$ cat src/cpf_pkg.sv
// Package for the cell protection fault controller: states, timing, gate drive codes.
// Assumes a 50 MHz system clock; detection timers tick at a 10 kHz internal rate.
package cpf_pkg;
    // System clock and internal timer tick
    localparam int unsigned CLK_HZ         = 50_000_000;
    localparam int unsigned TICK_HZ        = 10_000;
    localparam int unsigned TICK_DIV       = CLK_HZ / TICK_HZ;
    localparam int unsigned TICK_DIV_W     = 13;
    // Short-circuit delay, fixed, in microseconds
    localparam int unsigned SC_DELAY_US    = 250;
    localparam int unsigned SC_DELAY_TICKS = (SC_DELAY_US * TICK_HZ + 999_999) / 1_000_000;
    // Default detection delays in milliseconds (factory selectable)
    localparam int unsigned OVC_DELAY_MS   = 1000;
    localparam int unsigned UVD_DELAY_MS   = 96;
    localparam int unsigned OCD_DELAY_MS   = 16;
    localparam int unsigned OCC_DELAY_MS   = 8;
    localparam int unsigned REL_DELAY_MS   = 8;
    localparam int unsigned TMR_W          = 16;
    // Gate drive level codes for the charge gate
    localparam logic [1:0]  GATE_OFF       = 2'h0;
    localparam logic [1:0]  GATE_ON        = 2'h1;
    localparam logic [1:0]  GATE_CELL      = 2'h2;
    localparam logic [1:0]  GATE_PACKNEG   = 2'h3;

    // Protection states, one-hot
    typedef enum logic [6:0] {
        CPF_NORMAL   = 7'h01,
        CPF_OVC      = 7'h02,
        CPF_UVD      = 7'h04,
        CPF_PDOWN    = 7'h08,
        CPF_OCD      = 7'h10,
        CPF_OCC      = 7'h20,
        CPF_ZVCHG    = 7'h40
    } cpf_state_t;

    // Convert milliseconds to timer ticks
    function automatic int unsigned ms_ticks(input int unsigned ms);
        return (ms * TICK_HZ) / 1000;
    endfunction
endpackage

$ cat src/cpf_tmr_if.sv
// Interface carrying one detection timer's request and result.
// Assumes the tick pulse and clock come from the controller.
interface cpf_tmr_if;
    logic run;
    logic tick;
    logic done;
    modport ctrl (output run, output tick, input done);
    modport tmr  (input run, input tick, output done);
endinterface

$ cat src/cpf_sync.sv
// Two-flop synchroniser for one comparator level.
// Assumes asynchronous inputs from analog comparators.
module cpf_sync (
    input  wire logic clk_sys,
    input  wire logic rst_n,
    input  wire logic ce,
    input  wire logic d,
    output logic      q
);
    logic meta_ff;

    // First stage feeds only the second
    always_ff @(posedge clk_sys or negedge rst_n) begin
        if (!rst_n) begin
            meta_ff <= 1'b0;
            q       <= 1'b0;
        end else if (ce) begin
            meta_ff <= d;
            q       <= meta_ff;
        end
    end
endmodule // cpf_sync

$ cat src/cpf_delay.sv
// Qualifying delay timer: done after LIMIT uninterrupted ticks of run.
// Assumes tick is a one-cycle pulse on clk_sys.
module cpf_delay #(
    parameter int unsigned LIMIT = 1
) (
    input  wire logic clk_sys,
    input  wire logic rst_n,
    input  wire logic ce,
    cpf_tmr_if.tmr    t
);
    logic [cpf_pkg::TMR_W-1:0] cnt_ff;

    // Refuse limits the counter cannot reach
    if (LIMIT < 1 || LIMIT >= (1 << cpf_pkg::TMR_W)) begin : g_bad_limit
        $error("cpf_delay LIMIT out of range");
    end

    // Any drop of run restarts from zero
    always_ff @(posedge clk_sys or negedge rst_n) begin
        if (!rst_n) begin
            cnt_ff <= '0;
        end else if (ce) begin
            if (!t.run)
                cnt_ff <= '0;
            else if (t.tick && cnt_ff < LIMIT[cpf_pkg::TMR_W-1:0])
                cnt_ff <= cnt_ff + 1'b1;
        end
    end

    assign t.done = t.run && (cnt_ff >= LIMIT[cpf_pkg::TMR_W-1:0]);
endmodule // cpf_delay

$ cat src/cpf_fsm.sv
// Cell protection fault controller: comparators in, gate drives and switches out.
// Assumes comparator outputs are asynchronous levels from the analog front end.
module cpf_fsm #(
    parameter int unsigned OVC_TICKS = cpf_pkg::ms_ticks(cpf_pkg::OVC_DELAY_MS),
    parameter int unsigned UVD_TICKS = cpf_pkg::ms_ticks(cpf_pkg::UVD_DELAY_MS),
    parameter int unsigned OCD_TICKS = cpf_pkg::ms_ticks(cpf_pkg::OCD_DELAY_MS),
    parameter int unsigned OCC_TICKS = cpf_pkg::ms_ticks(cpf_pkg::OCC_DELAY_MS),
    parameter int unsigned REL_TICKS = cpf_pkg::ms_ticks(cpf_pkg::REL_DELAY_MS)
) (
    input  wire logic       clk_sys,
    input  wire logic       rst_n,
    input  wire logic       ce,
    input  wire logic       cell_above_ovp,
    input  wire logic       cell_above_ovp_rel,
    input  wire logic       cell_below_uvp,
    input  wire logic       cell_above_uvp_rel,
    input  wire logic       cell_above_inhibit,
    input  wire logic       sense_ge_ocd,
    input  wire logic       sense_ge_scc,
    input  wire logic       sense_lt_occ,
    input  wire logic       sense_gt_occ_min,
    input  wire logic       sense_lt_m0v7,
    input  wire logic       sense_le_cell_m1v,
    input  wire logic       sense_cell_diff_gt_1v3,
    input  wire logic       charger_ge_zv_start,
    output logic            charge_gate_on_ff,
    output logic [1:0]      charge_gate_mode_ff,
    output logic            discharge_gate_on_ff,
    output logic            pullup_en_ff,
    output logic            sink_en_ff,
    output logic            powerdown_ff,
    output logic [6:0]      state_ff
);
    localparam int NIN = 13;

    // Local names for the package states; nothing is imported
    typedef cpf_pkg::cpf_state_t cpf_state_t;
    localparam cpf_state_t CPF_NORMAL = cpf_pkg::CPF_NORMAL;
    localparam cpf_state_t CPF_OVC    = cpf_pkg::CPF_OVC;
    localparam cpf_state_t CPF_UVD    = cpf_pkg::CPF_UVD;
    localparam cpf_state_t CPF_PDOWN  = cpf_pkg::CPF_PDOWN;
    localparam cpf_state_t CPF_OCD    = cpf_pkg::CPF_OCD;
    localparam cpf_state_t CPF_OCC    = cpf_pkg::CPF_OCC;
    localparam cpf_state_t CPF_ZVCHG  = cpf_pkg::CPF_ZVCHG;

    // Divider counter must hold the tick division
    if (cpf_pkg::TICK_DIV < 2 || cpf_pkg::TICK_DIV > (1 << cpf_pkg::TICK_DIV_W)) begin : g_bad_div
        $error("cpf_fsm tick divider does not fit");
    end

    // Synchronised comparator levels
    logic [NIN-1:0] raw;
    logic [NIN-1:0] syn;
    logic overcharge_fault, ovp_rel_hi, overdischarge_fault, uvp_rel_hi, inh_ok, discharge_overcurrent_fault, scc, charge_overcurrent_fault, occ_min;
    logic m0v7, cellm1, diff13, zvchg;

    assign raw = {cell_above_ovp, cell_above_ovp_rel, cell_below_uvp, cell_above_uvp_rel,
                  cell_above_inhibit, sense_ge_ocd, sense_ge_scc, sense_lt_occ,
                  sense_gt_occ_min, sense_lt_m0v7, sense_le_cell_m1v,
                  sense_cell_diff_gt_1v3, charger_ge_zv_start};

    // Every comparator passes two flops before any decision
    genvar gi;
    generate
        for (gi = 0; gi < NIN; gi++) begin : g_sync
            cpf_sync u_sync (
                .clk_sys (clk_sys),
                .rst_n   (rst_n),
                .ce      (ce),
                .d       (raw[gi]),
                .q       (syn[gi])
            );
        end
    endgenerate

    assign {overcharge_fault, ovp_rel_hi, overdischarge_fault, uvp_rel_hi, inh_ok, discharge_overcurrent_fault, scc, charge_overcurrent_fault,
            occ_min, m0v7, cellm1, diff13, zvchg} = syn;

    // 10 kHz tick divider
    logic [cpf_pkg::TICK_DIV_W-1:0] div_ff;
    logic                           tick_ff;

    always_ff @(posedge clk_sys or negedge rst_n) begin
        if (!rst_n) begin
            div_ff  <= '0;
            tick_ff <= 1'b0;
        end else if (ce) begin
            if (div_ff == cpf_pkg::TICK_DIV_W'(cpf_pkg::TICK_DIV - 1)) begin
                div_ff  <= '0;
                tick_ff <= 1'b1;
            end else begin
                div_ff  <= div_ff + 1'b1;
                tick_ff <= 1'b0;
            end
        end
    end

    // Detection and recovery timers
    cpf_tmr_if t_ovc ();
    cpf_tmr_if t_uvd ();
    cpf_tmr_if t_ocd ();
    cpf_tmr_if t_scc ();
    cpf_tmr_if t_occ ();
    cpf_tmr_if t_rel ();

    cpf_state_t st;
    logic       rel_cond;
    logic       chg_present_ff;

    assign st = cpf_state_t'(state_ff);

    assign t_ovc.tick = tick_ff;
    assign t_uvd.tick = tick_ff;
    assign t_ocd.tick = tick_ff;
    assign t_scc.tick = tick_ff;
    assign t_occ.tick = tick_ff;
    assign t_rel.tick = tick_ff;

    // Detection timers only run in normal state
    assign t_ovc.run = (st == CPF_NORMAL) && overcharge_fault;
    assign t_uvd.run = (st == CPF_NORMAL) && overdischarge_fault;
    assign t_ocd.run = (st == CPF_NORMAL) && discharge_overcurrent_fault && !overcharge_fault;
    assign t_scc.run = (st == CPF_NORMAL) && scc && !overcharge_fault;
    // Charge overcurrent never armed below undervoltage
    assign t_occ.run = (st == CPF_NORMAL) && charge_overcurrent_fault && !overdischarge_fault;
    assign t_rel.run = rel_cond;

    cpf_delay #(.LIMIT(OVC_TICKS)) u_ovc (
        .clk_sys (clk_sys),
        .rst_n   (rst_n),
        .ce      (ce),
        .t       (t_ovc)
    );
    cpf_delay #(.LIMIT(UVD_TICKS)) u_uvd (
        .clk_sys (clk_sys),
        .rst_n   (rst_n),
        .ce      (ce),
        .t       (t_uvd)
    );
    cpf_delay #(.LIMIT(OCD_TICKS)) u_ocd (
        .clk_sys (clk_sys),
        .rst_n   (rst_n),
        .ce      (ce),
        .t       (t_ocd)
    );
    cpf_delay #(.LIMIT(cpf_pkg::SC_DELAY_TICKS)) u_scc (
        .clk_sys (clk_sys),
        .rst_n   (rst_n),
        .ce      (ce),
        .t       (t_scc)
    );
    cpf_delay #(.LIMIT(OCC_TICKS)) u_occ (
        .clk_sys (clk_sys),
        .rst_n   (rst_n),
        .ce      (ce),
        .t       (t_occ)
    );
    // Recovery shares one timer; only one fault state is live at a time
    cpf_delay #(.LIMIT(REL_TICKS)) u_rel (
        .clk_sys (clk_sys),
        .rst_n   (rst_n),
        .ce      (ce),
        .t       (t_rel)
    );

    // Charger seen during overcharge: sense pulled below the charge overcurrent minimum
    always_ff @(posedge clk_sys or negedge rst_n) begin
        if (!rst_n) begin
            chg_present_ff <= 1'b0;
        end else if (ce) begin
            if (st != CPF_OVC)
                chg_present_ff <= 1'b0;
            else if (!occ_min)
                chg_present_ff <= 1'b1;
            else if (discharge_overcurrent_fault)
                chg_present_ff <= 1'b0;
        end
    end

    // Release conditions per fault state; a lapse restarts the recovery timer
    always_comb begin
        rel_cond = 1'b0;
        case (st)
            CPF_OVC: begin
                if (chg_present_ff)
                    rel_cond = 1'b0;
                else if (discharge_overcurrent_fault)
                    rel_cond = !overcharge_fault;
                else if (occ_min)
                    rel_cond = !ovp_rel_hi;
            end
            CPF_UVD, CPF_PDOWN: begin
                if (m0v7)
                    rel_cond = !overdischarge_fault;
                else if (diff13 || st == CPF_UVD)
                    rel_cond = uvp_rel_hi;
            end
            CPF_OCD: rel_cond = cellm1;
            CPF_OCC: rel_cond = !charge_overcurrent_fault;
            CPF_ZVCHG: rel_cond = uvp_rel_hi;
            default: rel_cond = 1'b0;
        endcase
    end

    // Protection state machine
    always_ff @(posedge clk_sys or negedge rst_n) begin
        if (!rst_n) begin
            state_ff <= CPF_NORMAL;
        end else if (ce) begin
            case (st)
                CPF_NORMAL: begin
                    // Short trips ahead of slower faults
                    if (t_scc.done || t_ocd.done)
                        state_ff <= CPF_OCD;
                    else if (t_ovc.done)
                        state_ff <= CPF_OVC;
                    else if (t_uvd.done)
                        state_ff <= CPF_UVD;
                    else if (t_occ.done)
                        state_ff <= CPF_OCC;
                end
                CPF_UVD: begin
                    if (zvchg && overdischarge_fault)
                        state_ff <= CPF_ZVCHG;
                    else if (t_rel.done)
                        state_ff <= CPF_NORMAL;
                    else if (!diff13)
                        state_ff <= CPF_PDOWN;
                end
                CPF_PDOWN: begin
                    if (t_rel.done)
                        state_ff <= CPF_NORMAL;
                    else if (diff13)
                        state_ff <= CPF_UVD;
                end
                CPF_OVC, CPF_OCD, CPF_OCC, CPF_ZVCHG: begin
                    if (t_rel.done)
                        state_ff <= CPF_NORMAL;
                end
                default: state_ff <= CPF_NORMAL;
            endcase
        end
    end

    // Gate drives and sense switches follow the state
    always_ff @(posedge clk_sys or negedge rst_n) begin
        if (!rst_n) begin
            charge_gate_on_ff    <= 1'b0;
            charge_gate_mode_ff  <= cpf_pkg::GATE_OFF;
            discharge_gate_on_ff <= 1'b0;
            pullup_en_ff         <= 1'b0;
            sink_en_ff           <= 1'b0;
            powerdown_ff         <= 1'b0;
        end else if (ce) begin
            // Shorted cell below inhibit level keeps the charge gate off in CPF_UVD, CPF_PDOWN and CPF_ZVCHG
            charge_gate_on_ff    <= (st == CPF_NORMAL) || (st == CPF_OCD) ||
                                    ((st == CPF_UVD || st == CPF_PDOWN || st == CPF_ZVCHG) && inh_ok);
            discharge_gate_on_ff <= (st == CPF_NORMAL) || (st == CPF_OVC) ||
                                    (st == CPF_OCC);
            pullup_en_ff         <= (st == CPF_UVD) || (st == CPF_PDOWN);
            sink_en_ff           <= (st == CPF_OCD);
            powerdown_ff         <= (st == CPF_PDOWN);
            // Inhibit overrides zero-volt charging for a shorted cell
            if (!inh_ok && (st == CPF_UVD || st == CPF_PDOWN || st == CPF_ZVCHG))
                charge_gate_mode_ff <= cpf_pkg::GATE_PACKNEG;
            else if (st == CPF_ZVCHG)
                charge_gate_mode_ff <= cpf_pkg::GATE_CELL;
            else if (st == CPF_OVC || st == CPF_OCC)
                charge_gate_mode_ff <= cpf_pkg::GATE_OFF;
            else
                charge_gate_mode_ff <= cpf_pkg::GATE_ON;
        end
    end
endmodule // cpf_fsm

$ cat config.mk
export PLATFORM = sky130hd
export DESIGN_NAME = cpf_fsm
export DESIGN_NICKNAME = d
export VERILOG_FILES = /design/src/cpf_pkg.sv /design/src/cpf_tmr_if.sv /design/src/cpf_sync.sv /design/src/cpf_delay.sv /design/src/cpf_fsm.sv
export SDC_FILE = /design/constraint.sdc
export NUM_CORES = 1
export LEC_CHECK = 0
export ABC_AREA = 1
export BUFFER_PORTS_ARGS = -buffer_cell sky130_fd_sc_hd__buf_2
export CAP_MARGIN = 20
export CORE_AREA = 2 2 104 206
export DETAILED_ROUTE_END_ITERATION = 16
export DIE_AREA = 0 0 106 208
export GPL_TIMING_DRIVEN = 0
export SYNTH_ARGS = -nofsm -noshare
export SYNTH_HDL_FRONTEND = slang
export SYNTH_HIERARCHICAL = 1
export SYNTH_SLANG_ARGS = --single-unit
$ cat constraint.sdc
create_clock -name clk_sys -period 5.7 [get_ports clk_sys]
set_input_delay 0.285 -clock clk_sys [delete_from_list [all_inputs] [get_ports clk_sys]]
set_output_delay 0.285 -clock clk_sys [all_outputs]
set_load 0.05 [all_outputs]
* After elaboration in Yosys (flattened, before gate mapping) *
Cells that the tools add are included.

storage, ports and cells
  output and inout bits = 14
  input port bits = 16
  bits in registers = 151
  ROM bits = 0
  memory bits (writable) = 0
  word-level logic and storage cells = 165
  memories kept = 0
  latch bits = 0

cells by class
  order comparisons = 12
  multiplexer cells = 37
  reductions and logical operators = 47
  equal/unequal tests = 20
  multipliers = 0
  div/mod/pow operators = 0
  shift-type cells = 0
  bitwise gates (word level) = 0
  add/subtract/negate cells = 7

operator list
  kind                                                           count
  two-way mux 16 bit                                             12
  adder 16 x 1 -> 16 bit (second input constant)                 6
  two-way mux 7 bit                                              10
  >= comparator 16 x 7 -> 1 bit (second input constant)          2
  less-than comparator 16 x 7 -> 1 bit (second input constant)   2
  one-hot mux 7 bit (4 select lines)                             1
  logical AND 1 bit                                              23
  >= comparator 16 x 10 -> 1 bit (second input constant)         1
  >= comparator 16 x 14 -> 1 bit (second input constant)         1
  >= comparator 16 x 2 -> 1 bit (second input constant)          1
  >= comparator 16 x 8 -> 1 bit (second input constant)          1
  less-than comparator 16 x 10 -> 1 bit (second input constant)  1
  less-than comparator 16 x 14 -> 1 bit (second input constant)  1
  less-than comparator 16 x 2 -> 1 bit (second input constant)   1
  less-than comparator 16 x 8 -> 1 bit (second input constant)   1
  != test 2 bit (second input constant)                          7
  AND reduction 2 bit                                            7
  adder 13 x 1 -> 13 bit (second input constant)                 1
  == test 13 bit (second input constant)                         1
  two-way mux 13 bit                                             1
  two-way mux 1 bit                                              10
  logical OR 1 bit                                               9
  == test 7 x 1 -> 1 bit (second input constant)                 1
  == test 7 x 2 -> 1 bit (second input constant)                 1
  15 further kinds                                               21

* Logic depth before layout (Yosys ltp) *
Gate-level depths: netlist of run 1.

  word-level depth = 9
  mapped depth = 17
  mapped depth without buffers = 17

* Hierarchy *
Netlist of run 1, hierarchy kept.

modules (own cells, without submodules)
  module                  sequential area each (µm²)  area each (µm²)  cells each  instances
  cpf_fsm                 726.9                       1,828.0          246         1
  cpf_delay at u_occ ...  400.4                       868.3            100         2
  cpf_delay at u_ovc      400.4                       1,067.3          165         1
  cpf_sync                50.0                        76.3             9           13
  cpf_delay at u_uvd      400.4                       902.1            119         1
  cpf_delay at u_ocd      400.4                       863.3            116         1
  cpf_delay at u_scc      400.4                       681.9            61          1

* Worst setup path after synthesis of run 1 *
No wires, ideal clock.

  kind = flip-flop to flip-flop
  start = register state_ff[5]
  end = register state_ff[6]
  required time = 5,580 ps
  buffers on the path = 0
  setup slack = 3,050 ps
  arrival time = 2,530 ps
  setup time = 120 ps
  period minus slack after synthesis = 2,650 ps
  cell stages (with the launch flop) = 16
  path through = dfrtp_1 > nor2_2 > nand2_4 > nor2_2 > inv_2 > nor3b_1 > nor2_1 > nand2_1 > inv_1 > a21oi_1 > or2_1 > o21ai_4 > nor2_8 > nand2_8 > nand2_1 > nand2_1

on the way
  longest elaborated chain between the ends = 9
  elaborated cells between the ends (all ways) = 40
  classes of those cells = eq/ne (11); mux (10); reduce/logical (19)

RTL lines
  item                                  line                            source
  from (decl)                           cpf_fsm.sv:32                   output logic [6:0] state_ff
  from (signal assigned)                cpf_fsm.sv:208                  state_ff <= CPF_NORMAL;
  from (signal assigned)                cpf_fsm.sv:214                  state_ff <= CPF_OCD;
  from (signal assigned)                cpf_fsm.sv:216                  state_ff <= CPF_OVC;
  == test 7 x 3 -> 1 bit                cpf_fsm.sv:183, cpf_fsm.sv:195
  logical OR 1 bit                      cpf_fsm.sv:195                  else if (diff13 || st == CPF_UVD)
  two-way mux 1 bit                     cpf_fsm.sv:195
  two-way mux 1 bit                     cpf_fsm.sv:193                  if (m0v7)
  one-hot mux 1 bit (5 select lines) *  cpf_fsm.sv:183                  case (st)
  named net rel_cond                    cpf_fsm.sv:107                  logic rel_cond;
  logical AND 1 bit *                   cpf_delay.sv:30                 assign t.done = t.run && (cnt_ff >= LIMIT[cpf_pkg::TMR_W-1:0]);
  named net t_rel.done                  cpf_tmr_if.sv:6                 logic done;
  two-way mux 7 bit                     cpf_fsm.sv:225                  else if (t_rel.done)
  two-way mux 7 bit                     cpf_fsm.sv:223                  if (zvchg && overdischarge_fault)
  one-hot mux 7 bit (4 select lines)    cpf_fsm.sv:210                  case (st)

Mark *: on every way through the listed nets, which the timed path passes. The rest lies on a longest branch.
A chain may end at the register's enable or synchronous reset.

* Worst setup path in the final report of run 1 *
  start = register state_ff[3]
  end = register state_ff[3]

The elaborated chain is that of the path after synthesis.

==> qor.txt, run 1 <==
TritonCTS clock tree = yes
Yosys reg bits = 151
Clock skew = 0.00787 ns
Setup TNS = 0 ns
# DRC = 0
First-pass GRT wire length = 30.1 mm
Data arrival, critical path = 3.29 ns
CTS max path bufs = 2
Mean post-synth cell area = 7.88 um2
# rows = 74
Synth top area share = 46.5%
Nets = 1103
Final hold vios = 0
Met3 usage = 3.70%
Area growth, synth to finish = 14.0%
Max-slew violation count = 0
Critical path startpoint = state_ff[3]
HP Class = in2reg
Synth area leader = dfrtp_1
Max Cap Violations = 0
CTS sink count = 151
WS Path Type = reg2reg
Routed WL = 17.2 mm
Total track usage = 17.0%
Period utilization = 52.2%
Post-place setup slack = 2.69 ns
Detail Placement HPWL = 12.4 mm
Syn_nets = 1052
Layer carrying the most global-route usage = met2
Die Wd = 106 um
Status = finished, final reports clean
Post_cts resized = 0
DR iter-0 viols = 252
Total CTS buffers = 17
Worst endpoint required time = 6.02 ns
Synth cell count leaders = nand2_1, dfrtp_1, nor2_1, inv_1, nand3_1
Largest net degree at the start of global routing = 93
Slew HR = 54.4%
Fmax = 336 MHz
Clock latency on the worst-skew pair = 0.43 ns
Peak supply drop = 0.212 mV
Most frequent cell after synthesis = nand2_1
FF-to-FF Start = state_ff[3]
DR vias = 6416
Final Total Pwr = 0.00290 W
Die area = 22000 um2
Ys async rst share = 100%
Detailed-route wire length per cell = 12.7 um
Vias in the first global route = 6514
M2 GR Usage = 31.0%
Cell Area, Placed = 8580 um2
Critical Path Sink Type = flop
DR vias/cell = 4.74
Critical Path Source Type = flop
YS warnings = 6
Share of cells above drive strength 1 = 15.8%
GR Util met1 = 18.7%
EDFF count, synth = 0
Synth area leaders = dfrtp_1, nand2_1, nor2_1
Fin crit period = 2.97 ns
Reg clk slew, reported paths = 0.06 ns
Drt pass-1 iters = 4
Mapped Cells = 1024
Core Area = 20500 um2
Total I/O pin count = 30
# setup viols final = 0
Tightest Pin Transition = 0.679 ns
Fin Hold WS = 0.0461 ns
Hold Startpoint = sense_lt_occ
PD cells = 315 nW/um2
Predominant post-synthesis flop cell = dfrtp_1
Grt ovf = 0
Sequential area share after synthesis = 46.8%
Initial Utilization = 39.4%
Final Cell Area = 9200 um2
I/O Buffers = 29
Leakage = 4.49 nW
Antenna violations before repair = 0
Antenna cells = 0
Chip height = 208 um
Largest fanout on the critical path = 8
RSZ-0062 raised after global routing = false
Synthesized area = 8070 um2
H-tree levels = 4
Gpl congestion = 0.866
Final worst setup slack = 2.73 ns
CTS Root Cell = clkbuf_16
Remaining antenna violation count = 0
Distinct cells, synth = 49
what timing repair did:
item | 4_1_cts | 5_1_grt
buffers inserted | 0 | 0
hold buffers | 1 | 0
endpoints found under the hold margin | 58 | 0
registers in the layout, indices dropped and copies added, names as in the netlist, 2 cells and up:
name	count
div_ff	13
g_sync.u_sync/meta_ff	13
u_ovc/cnt_ff	16
u_ocd/cnt_ff	16
g_sync.u_sync/q	13
state_ff	7
u_rel/cnt_ff	16
u_scc/cnt_ff	16
u_uvd/cnt_ff	16
u_occ/cnt_ff	16
charge_gate_mode_ff	2
cell families (layout without fill, tap and decap cells):
| family | Yosys count | count (layout) | synth area share, % |
|---|---|---|---|
| AO/OA/AOI/OAI | 84 | 84 | 7.08 |
| buffers and inverters | 141 | 205 | 7.89 |
| AND/OR/NAND/NOR | 623 | 623 | 34.9 |
| flip-flops | 151 | 151 | 46.8 |
| XOR/XNOR | 13 | 13 | 1.41 |
| adder cells (fa/ha/maj) | 12 | 12 | 1.86 |
power breakdown:
part           internal [W]  switching [W]
combinational      0.000167       0.000403
sequential          0.00115      0.0000764
clock              0.000640       0.000464
total               0.00196       0.000943
layout by cell type (no fill, tap or decap), drive strengths merged, types with 2 or more instances in the layout:
master	Yosys	routed
xnor2	2	2
and3	2	2
nor3	14	14
ha	12	12
inv	122	125
a21boi	20	20
o21bai	4	4
a21oi	27	27
nand3	93	93
o21ai	23	23
buf	17	48
nand4	8	8
nor2	155	155
nand2	345	345
o22ai	2	2
dfrtp	150	150
a31oi	2	2
clkinv	0	4
xor2	11	11
or2	2	2
clkbuf	2	22
o21a	2	2
nor3b	2	2
clkinvlp	0	4
metrics by stage:
step / instances / utilization, %
final: 1354 / 44.9
after global routing: 1354 / 44.9
after CTS: 1353 / 44.9
after detailed placement: 1320 / 41.9
after global placement: 1319 / 41.8
after floorplan: 1024 / -
worst max-delay path: stages, from the launching register on:
cell and delay, ns:
dfrtp_1 0.44, nor2_2 0.20, nand3_1 0.12, nor2_2 0.17
inv_2 0.06, nor3b_1 0.24, nor2_1 0.12, nand2_1 0.17
inv_1 0.16, a21oi_1 0.47, or2_1 0.22, o21ai_4 0.09
nor2_8 0.19, nand2_8 0.08, nand2_1 0.06, nand2_1 0.05
final cells by class:
cell class,count,area [um2]
timing repair buffer,32,209
buffer,19,174
tap,266,333
multi-input combinational,732,3650
clock inverter,12,118
inverter,122,463
fill,2054,11300
clock buffer,20,467
sequential,151,3780
path summary, 6_finish.rpt:
check	cells after the start	to	slack (ns)
hold reg to reg	2	g_sync[6].u_sync/meta_ff	0.47
setup / recovery	15	state_ff[3]	2.73
min in group asynchronous	2	u_occ/cnt_ff[15]	0.38
setup reg to reg	15	state_ff[3]	2.73
hold / removal	3	g_sync[5].u_sync/meta_ff	0.05
max in group asynchronous	3	u_ovc/cnt_ff[3]	4.42
routing by layer:
layer	wire (um)	up-vias	part of all wire, %
li1	-	3293	-
met1	7040	3018	41
met2	9290	79	54
met3	413	26	2.4
met4	424	0	2.5
met5	0	-	0
Power figures use the tool's default switching activity.
==> inputs of run 2 (changes only) <==
clock period = 3.1 ns   (was 5.7 ns; I/O delays follow)
==> run 2 against run 1 <==
Against the previous run:
- critical endpoint unchanged
- register-to-register slack worse by 2.5 ns
- critical path type unchanged
- sequential cell count stayed put
- via count is 0.59% higher
==> qor.txt, run 2 (synthesis results as in run 1) <==
Status = finished, final reports clean (unchanged)
Gpl congestion = 0.866 (unchanged)
Switching pwr = 0.00174 W (was 0.000943 W)
Hold Path Stages = 3 (unchanged)
Reg-to-reg endpoint = state_ff[3] (unchanged)
Hold Path End = g_sync[6].u_sync/meta_ff (was g_sync[5].u_sync/meta_ff)
Initial Utilization = 39.4% (unchanged)
Largest fanout on the critical path = 10 (was 8)
CTS Root Cell = clkbuf_16 (unchanged)
DR vias = 6454 (was 6416)
Chip height = 208 um (unchanged)
Comb pwr share = 19.9% (was 19.7%)
Max-slew violation count = 0 (unchanged)
Largest net degree at the start of global routing = 93 (unchanged)
Slew HR = 61.9% (was 54.4%)
Die Wd = 106 um (unchanged)
Clock power frac = 37.9% (was 38.0%)
WS Path Type = reg2reg (unchanged)
First-pass GRT wire length = 30.2 mm (was 30.1 mm)
Final worst setup slack = 0.274 ns (was 2.73 ns)
R2R setup slack = 0.27 ns (was 2.73 ns)
Max stage delay cell, worst path = dfstp_2 (was a21oi_1)
Fin crit period = 2.83 ns (was 2.97 ns)
DR vias/cell = 4.72 (was 4.74)
RSZ-0062 raised after global routing = false (unchanged)
FF-to-FF Start = state_ff[0] (was state_ff[3])
Commonest cells after routing, fill and taps aside = nand2_1, dfrtp_1, nor2_1, inv_1, nand3_1 (unchanged)
Sw Ratio = 32.5% (about the same)
Hold Startpoint = ce (was sense_lt_occ)
Post-place setup slack = 0.0933 ns (was 2.69 ns)
Total I/O pin count = 30 (unchanged)
Clock skew = 0.00786 ns (was 0.00787 ns)
CTS max path bufs = 2 (unchanged)
Tightest Pin Transition = 0.572 ns (was 0.679 ns)
Detailed-route wire length per cell = 12.6 um (was 12.7 um)
# rows = 74 (unchanged)
Total CTS buffers = 17 (unchanged)
Slowest stage delay, CP = 0.56 ns (was 0.47 ns)
Reg clk slew, reported paths = 0.06 ns (about the same)
Period utilization = 91.2% (was 52.2%)
Antenna violations before repair = 0 (unchanged)
Peak supply drop = 0.389 mV (was 0.212 mV)
Remaining antenna violation count = 0 (unchanged)
Worst endpoint required time = 3.42 ns (was 6.02 ns)
Cells along the critical path = inv_1 > nor2_1 > nand2_1 > inv_1 > nand2_2 > nor2_2 > buf_2 > inv_1 > a21oi_1 > or2_2 > nor2_1 > nand3_1 > nand2_2 > nor2_8 > nand2_8 > nand2_1 > nand2_1 (was nor2_2 > nand3_1 > nor2_2 > inv_2 > nor3b_1 > nor2_1 > nand2_1 > inv_1 > a21oi_1 > or2_1 > o21ai_4 > nor2_8 > nand2_8 > nand2_1 > nand2_1)
TritonCTS clock tree = yes (unchanged)
Grt ovf = 0 (unchanged)
Core Area = 20500 um2 (unchanged)
Max Cap Violations = 0 (unchanged)
Clock latency on the worst-skew pair = 0.43 ns (about the same)
Setup Buffers After CTS = 0 (unchanged)
Leakage = 4.55 nW (was 4.49 nW)
DR iter-0 viols = 273 (was 252)
Antenna cells = 0 (unchanged)
Area growth, synth to finish = 15.7% (was 14.0%)
# setup viols final = 0 (unchanged)
Share of cells above drive strength 1 = 15.9% (was 15.8%)
Fmax = 354 MHz (was 336 MHz)
I/O Buffers = 29 (unchanged)
R2R cell count = 17 (was 15)
Setup TNS = 0 ns (unchanged)
Critical Path Source Type = flop (unchanged)
Die area = 22000 um2 (unchanged)
Most common cell after layout, fill and taps aside = nand2_1 (unchanged)
Routed WL = 17.2 mm (about the same)
PD cells = 573 nW/um2 (was 315 nW/um2)
Data arrival, critical path = 3.15 ns (was 3.29 ns)
H-tree levels = 4 (unchanged)
Nets = 1116 (was 1103)
Drt pass-1 iters = 4 (unchanged)
Total track usage = 17.0% (about the same)
Final hold vios = 0 (unchanged)
Critical Path Sink Type = flop (unchanged)
Cell-internal power = 0.00361 W (was 0.00196 W)
Vias in the first global route = 6536 (was 6514)
Detail Placement HPWL = 12.4 mm (unchanged)
CTS sink count = 151 (unchanged)
Flop pwr share = 42.2% (was 42.3%)
HP Class = in2reg (unchanged)
# DRC = 0 (unchanged)
-- run 2: critical path, delay by kind of cell (launching register included) --
kind | cells | cell delay [ns]
DFF | 1 | 0.56
AOI/OAI and AO/OA | 1 | 0.25
buffers and inverters | 4 | 0.59
and+or+nand+nor | 12 | 1.30
-- run 2: worst max-delay path by stage --
| stage | start | end | slack [ns] | depth (start not counted) |
|---|---|---|---|---|
| 6_report | state_ff[0] | state_ff[3] | 0.27 | 17 |
| 4_1_cts | state_ff[3] | state_ff[3] | 0.08 | 16 |
| 3_5_place_dp | state_ff[3] | state_ff[3] | 0.09 | 16 |
| 5_1_grt | state_ff[0] | state_ff[3] | 0.04 | 17 |
| 2_1_floorplan | state_ff[5] | state_ff[6] | 0.45 | 15 |
| 3_3_place_gp | rst_n | u_ocd/cnt_ff[15] | -0.47 | 1 |
-- run 2: what timing repair did --
item,CTS,global route
hold buffers,14,0
resized for setup,0,3
endpoints found under the setup margin,0,7
hold endpoints to repair,71,0
-- run 2: power groups by stage --
| stage | Sequential (W) | Combinational (W) | Clock, W |
|---|---|---|---|
| after CTS | 0.00226 | 0.00108 | 0.00209 |
| after global routing | 0.00228 | 0.00119 | 0.00217 |
| after detailed placement | 0.00229 | 0.00106 | 0 |
| after floorplan | 0.00235 | 0.000687 | 0 |
| after global placement | 0.00229 | 0.00104 | 0 |
| final | 0.00226 | 0.00107 | 0.00203 |
-- run 2: stage by stage --
step / area (um2) / total power (W) / hold WS [ns] / std cells / util (%)
4_1_cts: 9310 / 0.00543 / 0.280 / 1366 / 45.5
5_1_grt: 9340 / 0.00565 / 0.170 / 1367 / 45.6
2_1_floorplan: 8070 / 0.00304 / -0.141 / 1024 / -
3_5_place_dp: 8580 / 0.00335 / 0.182 / 1320 / 41.9
6_report: 9340 / 0.00535 / 0.156 / 1367 / 45.6
3_3_place_gp: 8550 / 0.00333 / 0.358 / 1319 / 41.8
-- run 2: area by class of cell --
class	instances	area (um2)
Buffer	19	174
Clock buffer	20	467
Clock inverter	12	118
Fill cell	2047	11100
Inverter	122	463
Multi-Input combinational cell	732	3670
Sequential cell	151	3780
Tap cell	266	333
Timing Repair Buffer	45	339
-- run 2: metal layers --
metal / routed length, um / global-route usage [%] / part of all wire [%] / vias to the layer above
li1: - / - / - / 3320
met1: 7030 / 18.8 / 41 / 3016
met2: 9360 / 31.1 / 54 / 91
met3: 419 / 3.67 / 2.4 / 27
met4: 431 / 7.30 / 2.5 / 0
met5: 0 / 0 / 0 / -
==> inputs of run 3 (changes only) <==
CELL_PAD_IN_SITES_DETAIL_PLACEMENT = 1   (was not set)
CELL_PAD_IN_SITES_GLOBAL_PLACEMENT = 1   (was not set)
CTS_BUF_LIST = sky130_fd_sc_hd__clkbuf_4   (was not set)
PLACE_DENSITY_LB_ADDON = 0.1   (was not set)
==> run 3 against run 2 <==
Against the previous run:
- final cell count rose by 0.15%
- highest routed layer unchanged
- maximum frequency rose by 1.4%
- first-iteration DRC count down 42%
- largest power group unchanged
- critical path depth unchanged
- sequential cell count unchanged
- largest cell class unchanged
- register-to-register slack better by 0.04 ns
==> qor.txt, run 3 (synthesis results as in run 1) <==
DR vias = 6674 (was 6454)
Critical path's top delay family = simple AND/OR/NAND/NOR gates (unchanged)
Tightest Pin Transition = 0.625 ns (was 0.572 ns)
Comb pwr share = 23.3% (was 19.9%)
Grt ovf = 0 (unchanged)
Final hold vios = 0 (unchanged)
Reg-to-reg endpoint = state_ff[3] (unchanged)
Reg clk slew, reported paths = 0.13 ns (was 0.06 ns)
# setup viols final = 0 (unchanged)
Core Area = 20500 um2 (unchanged)
PD cells = 516 nW/um2 (was 573 nW/um2)
Critical Path Sink Type = flop (unchanged)
Slew HR = 58.3% (was 61.9%)
Crit path buffers/inverters = 4 (unchanged)
Worst endpoint required time = 3.58 ns (was 3.42 ns)
Largest net degree at the start of global routing = 115 (was 93)
Clock skew = 0.0231 ns (was 0.00786 ns)
Slowest stage delay, CP = 0.59 ns (was 0.56 ns)
Setup Buffers After CTS = 0 (unchanged)
Area growth, synth to finish = 13.0% (was 15.7%)
Gpl congestion = 0.823 (was 0.866)
Clock power frac = 28.8% (was 37.9%)
I/O Buffers = 29 (unchanged)
Final worst setup slack = 0.312 ns (was 0.274 ns)
CP Capture Point = state_ff[3] (unchanged)
Total I/O pin count = 30 (unchanged)
Cells along the critical path = inv_1 > nor2_1 > nand2_1 > inv_1 > nand2_2 > nor2_2 > clkbuf_4 > inv_1 > a21oi_4 > or2_2 > nor2_1 > nand3_1 > nand2_2 > nor2_8 > nand2_8 > nand2_1 > nand2_1 (was inv_1 > nor2_1 > nand2_1 > inv_1 > nand2_2 > nor2_2 > buf_2 > inv_1 > a21oi_1 > or2_2 > nor2_1 > nand3_1 > nand2_2 > nor2_8 > nand2_8 > nand2_1 > nand2_1)
Final instance count without filler cells = 1369 (was 1367)
# DRC = 0 (unchanged)
Vias in the first global route = 7074 (was 6536)
# rows = 74 (unchanged)
Post-layout util = 44.6% (was 45.6%)
Drt pass-1 iters = 4 (unchanged)
Routed WL = 19.5 mm (was 17.2 mm)
First-pass GRT wire length = 34.0 mm (was 30.2 mm)
Detailed-route wire length per cell = 14.2 um (was 12.6 um)
Fmax = 359 MHz (was 354 MHz)
Share of cells above drive strength 1 = 15.6% (was 15.9%)
Max stage delay cell, worst path = dfstp_2 (unchanged)
Detail Placement HPWL = 14.2 mm (was 12.4 mm)
R2R cell count = 17 (unchanged)
Die Wd = 106 um (unchanged)
TritonCTS clock tree = yes (unchanged)
Remaining antenna violation count = 0 (unchanged)
Chip height = 208 um (unchanged)
Placed Cells = 1320 (unchanged)
R2R setup slack = 0.31 ns (was 0.27 ns)
Die area = 22000 um2 (unchanged)
Max Cap Violations = 0 (unchanged)
CTS max path bufs = 2 (unchanged)
Critical path startpoint = state_ff[0] (unchanged)
Footprint of the multi-input gates = 3680 um2 (was 3670 um2)
Peak supply drop = 0.263 mV (was 0.389 mV)
Antenna violations before repair = 1 (was 0)
CTS Root Cell = clkbuf_4 (was clkbuf_16)
RSZ-0062 raised after global routing = false (unchanged)
DR iter-0 viols = 159 (was 273)
Critical Path Source Type = flop (unchanged)
Period utilization = 89.9% (was 91.2%)
Sw Ratio = 34.4% (was 32.5%)
Max-slew violation count = 0 (unchanged)
Fill count = 2556 (was 2047)
Status = finished, final reports clean (unchanged)
WS Path Type = reg2reg (unchanged)
Post-place setup slack = -0.0183 ns (was 0.0933 ns)
Fin crit period = 2.79 ns (was 2.83 ns)
Data arrival, critical path = 3.27 ns (was 3.15 ns)
Leakage = 4.45 nW (was 4.55 nW)
Clock latency on the worst-skew pair = 0.59 ns (was 0.43 ns)
Initial Utilization = 39.4% (unchanged)
FF-to-FF Start = state_ff[0] (unchanged)
Commonest cells after routing, fill and taps aside = nand2_1, dfrtp_1, nor2_1, inv_1, nand3_1 (unchanged)
Total track usage = 19.3% (was 17.0%)
HP Class = in2async (was in2reg)
DR vias/cell = 4.88 (was 4.72)
Total CTS buffers = 17 (unchanged)
Switching pwr = 0.00162 W (was 0.00174 W)
CTS sink count = 151 (unchanged)
Crit path depth = 17 (unchanged)
Flop pwr share = 47.8% (was 42.2%)
Largest fanout on the critical path = 10 (unchanged)
H-tree levels = 4 (unchanged)
Most common cell after layout, fill and taps aside = nand2_1 (unchanged)
Register area = 3780 um2 (unchanged)
Nets = 1118 (was 1116)
Cell-internal power = 0.00309 W (was 0.00361 W)
-- run 3: cell count changes in the layout (fill, tap and decap cells not counted), moves of 2 or more --
cell,change
clkbuf_8,-3
clkinvlp_4,-3
inv_6,-3
a21oi_4,+2
bufinv_16,+3
clkbuf_4,+21
clkbuf_16,-17
clkinv_1,+4
clkinv_4,-2
-- run 3: per-layer routing --
layer / GRT usage [%] / part of all wire (%) / vias up
met4: 5.44 / 1.3 / 0
met3: 3.73 / 2.1 / 16
met2: 37.2 / 56 / 54
li1: - / - / 3339
met1: 21.0 / 41 / 3265
met5: 0 / 0 / -
-- run 3: layout make-up --
type                       instances  area share [%]
clock buffer                      20            1.65
antenna                            1          0.0274
timing repair buffer              47            4.09
multi-input combinational        732            40.4
sequential                       151            41.5
tap                              266            3.65
clock inverter                    11            1.72
buffer                            19            1.93
inverter                         122            5.08
-- run 3: how the worst min path moves through the flow --
stage	start	to	slack [ns]	cells after the start
after floorplan	rst_n	charge_gate_mode_ff[0]	-0.14	0
after global placement	charger_ge_zv_start	g_sync[0].u_sync/meta_ff	0.36	3
after detailed placement	rst_n	u_uvd/cnt_ff[8]	0.06	1
after CTS	rst_n	u_occ/cnt_ff[8]	0.03	3
after global routing	rst_n	u_rel/cnt_ff[15]	0.06	3
final	rst_n	u_uvd/cnt_ff[11]	0.1	3
-- run 3: metrics by stage --
stage	TNS, ns	hold WS, ns	cell area [um2]	power [W]
after CTS	0	0.0334	9060	0.00479
final	0	0.0960	9120	0.00470
after detailed placement	-0.0825	0.0571	8590	0.00338
after global placement	-90.81	0.363	8550	0.00336
after global routing	0	0.0556	9120	0.00501
after floorplan	0	-0.141	8070	0.00304
-- run 3: repair_timing --
action | 4_1_cts | 5_1_grt
hold endpoints to repair | 163 | 8
hold buffers | 15 | 1
pin swaps | 0 | 0
gates resized for setup | 1 | 6
setup endpoints to repair | 6 | 7
-- run 3: power by group through the flow --
| stage | logic (W) | clock network (W) | registers [W] |
|---|---|---|---|
| finish | 0.00110 | 0.00136 | 0.00225 |
| global route | 0.00124 | 0.00149 | 0.00228 |
| CTS | 0.00111 | 0.00143 | 0.00225 |
| detailed placement | 0.00109 | 0 | 0.00229 |
| global placement | 0.00107 | 0 | 0.00229 |
| floorplan | 0.000687 | 0 | 0.00235 |
-- run 3: worst register-to-register path, cell delays in order (launching register included) --
cell and delay [ns]:
dfstp_2 0.59, inv_1 0.08, nor2_1 0.09, nand2_1 0.08, inv_1 0.07, nand2_2 0.17
nor2_2 0.22, clkbuf_4 0.25, inv_1 0.18, a21oi_4 0.22, or2_2 0.15, nor2_1 0.04
nand3_1 0.09, nand2_2 0.09, nor2_8 0.17, nand2_8 0.08, nand2_1 0.07, nand2_1 0.05
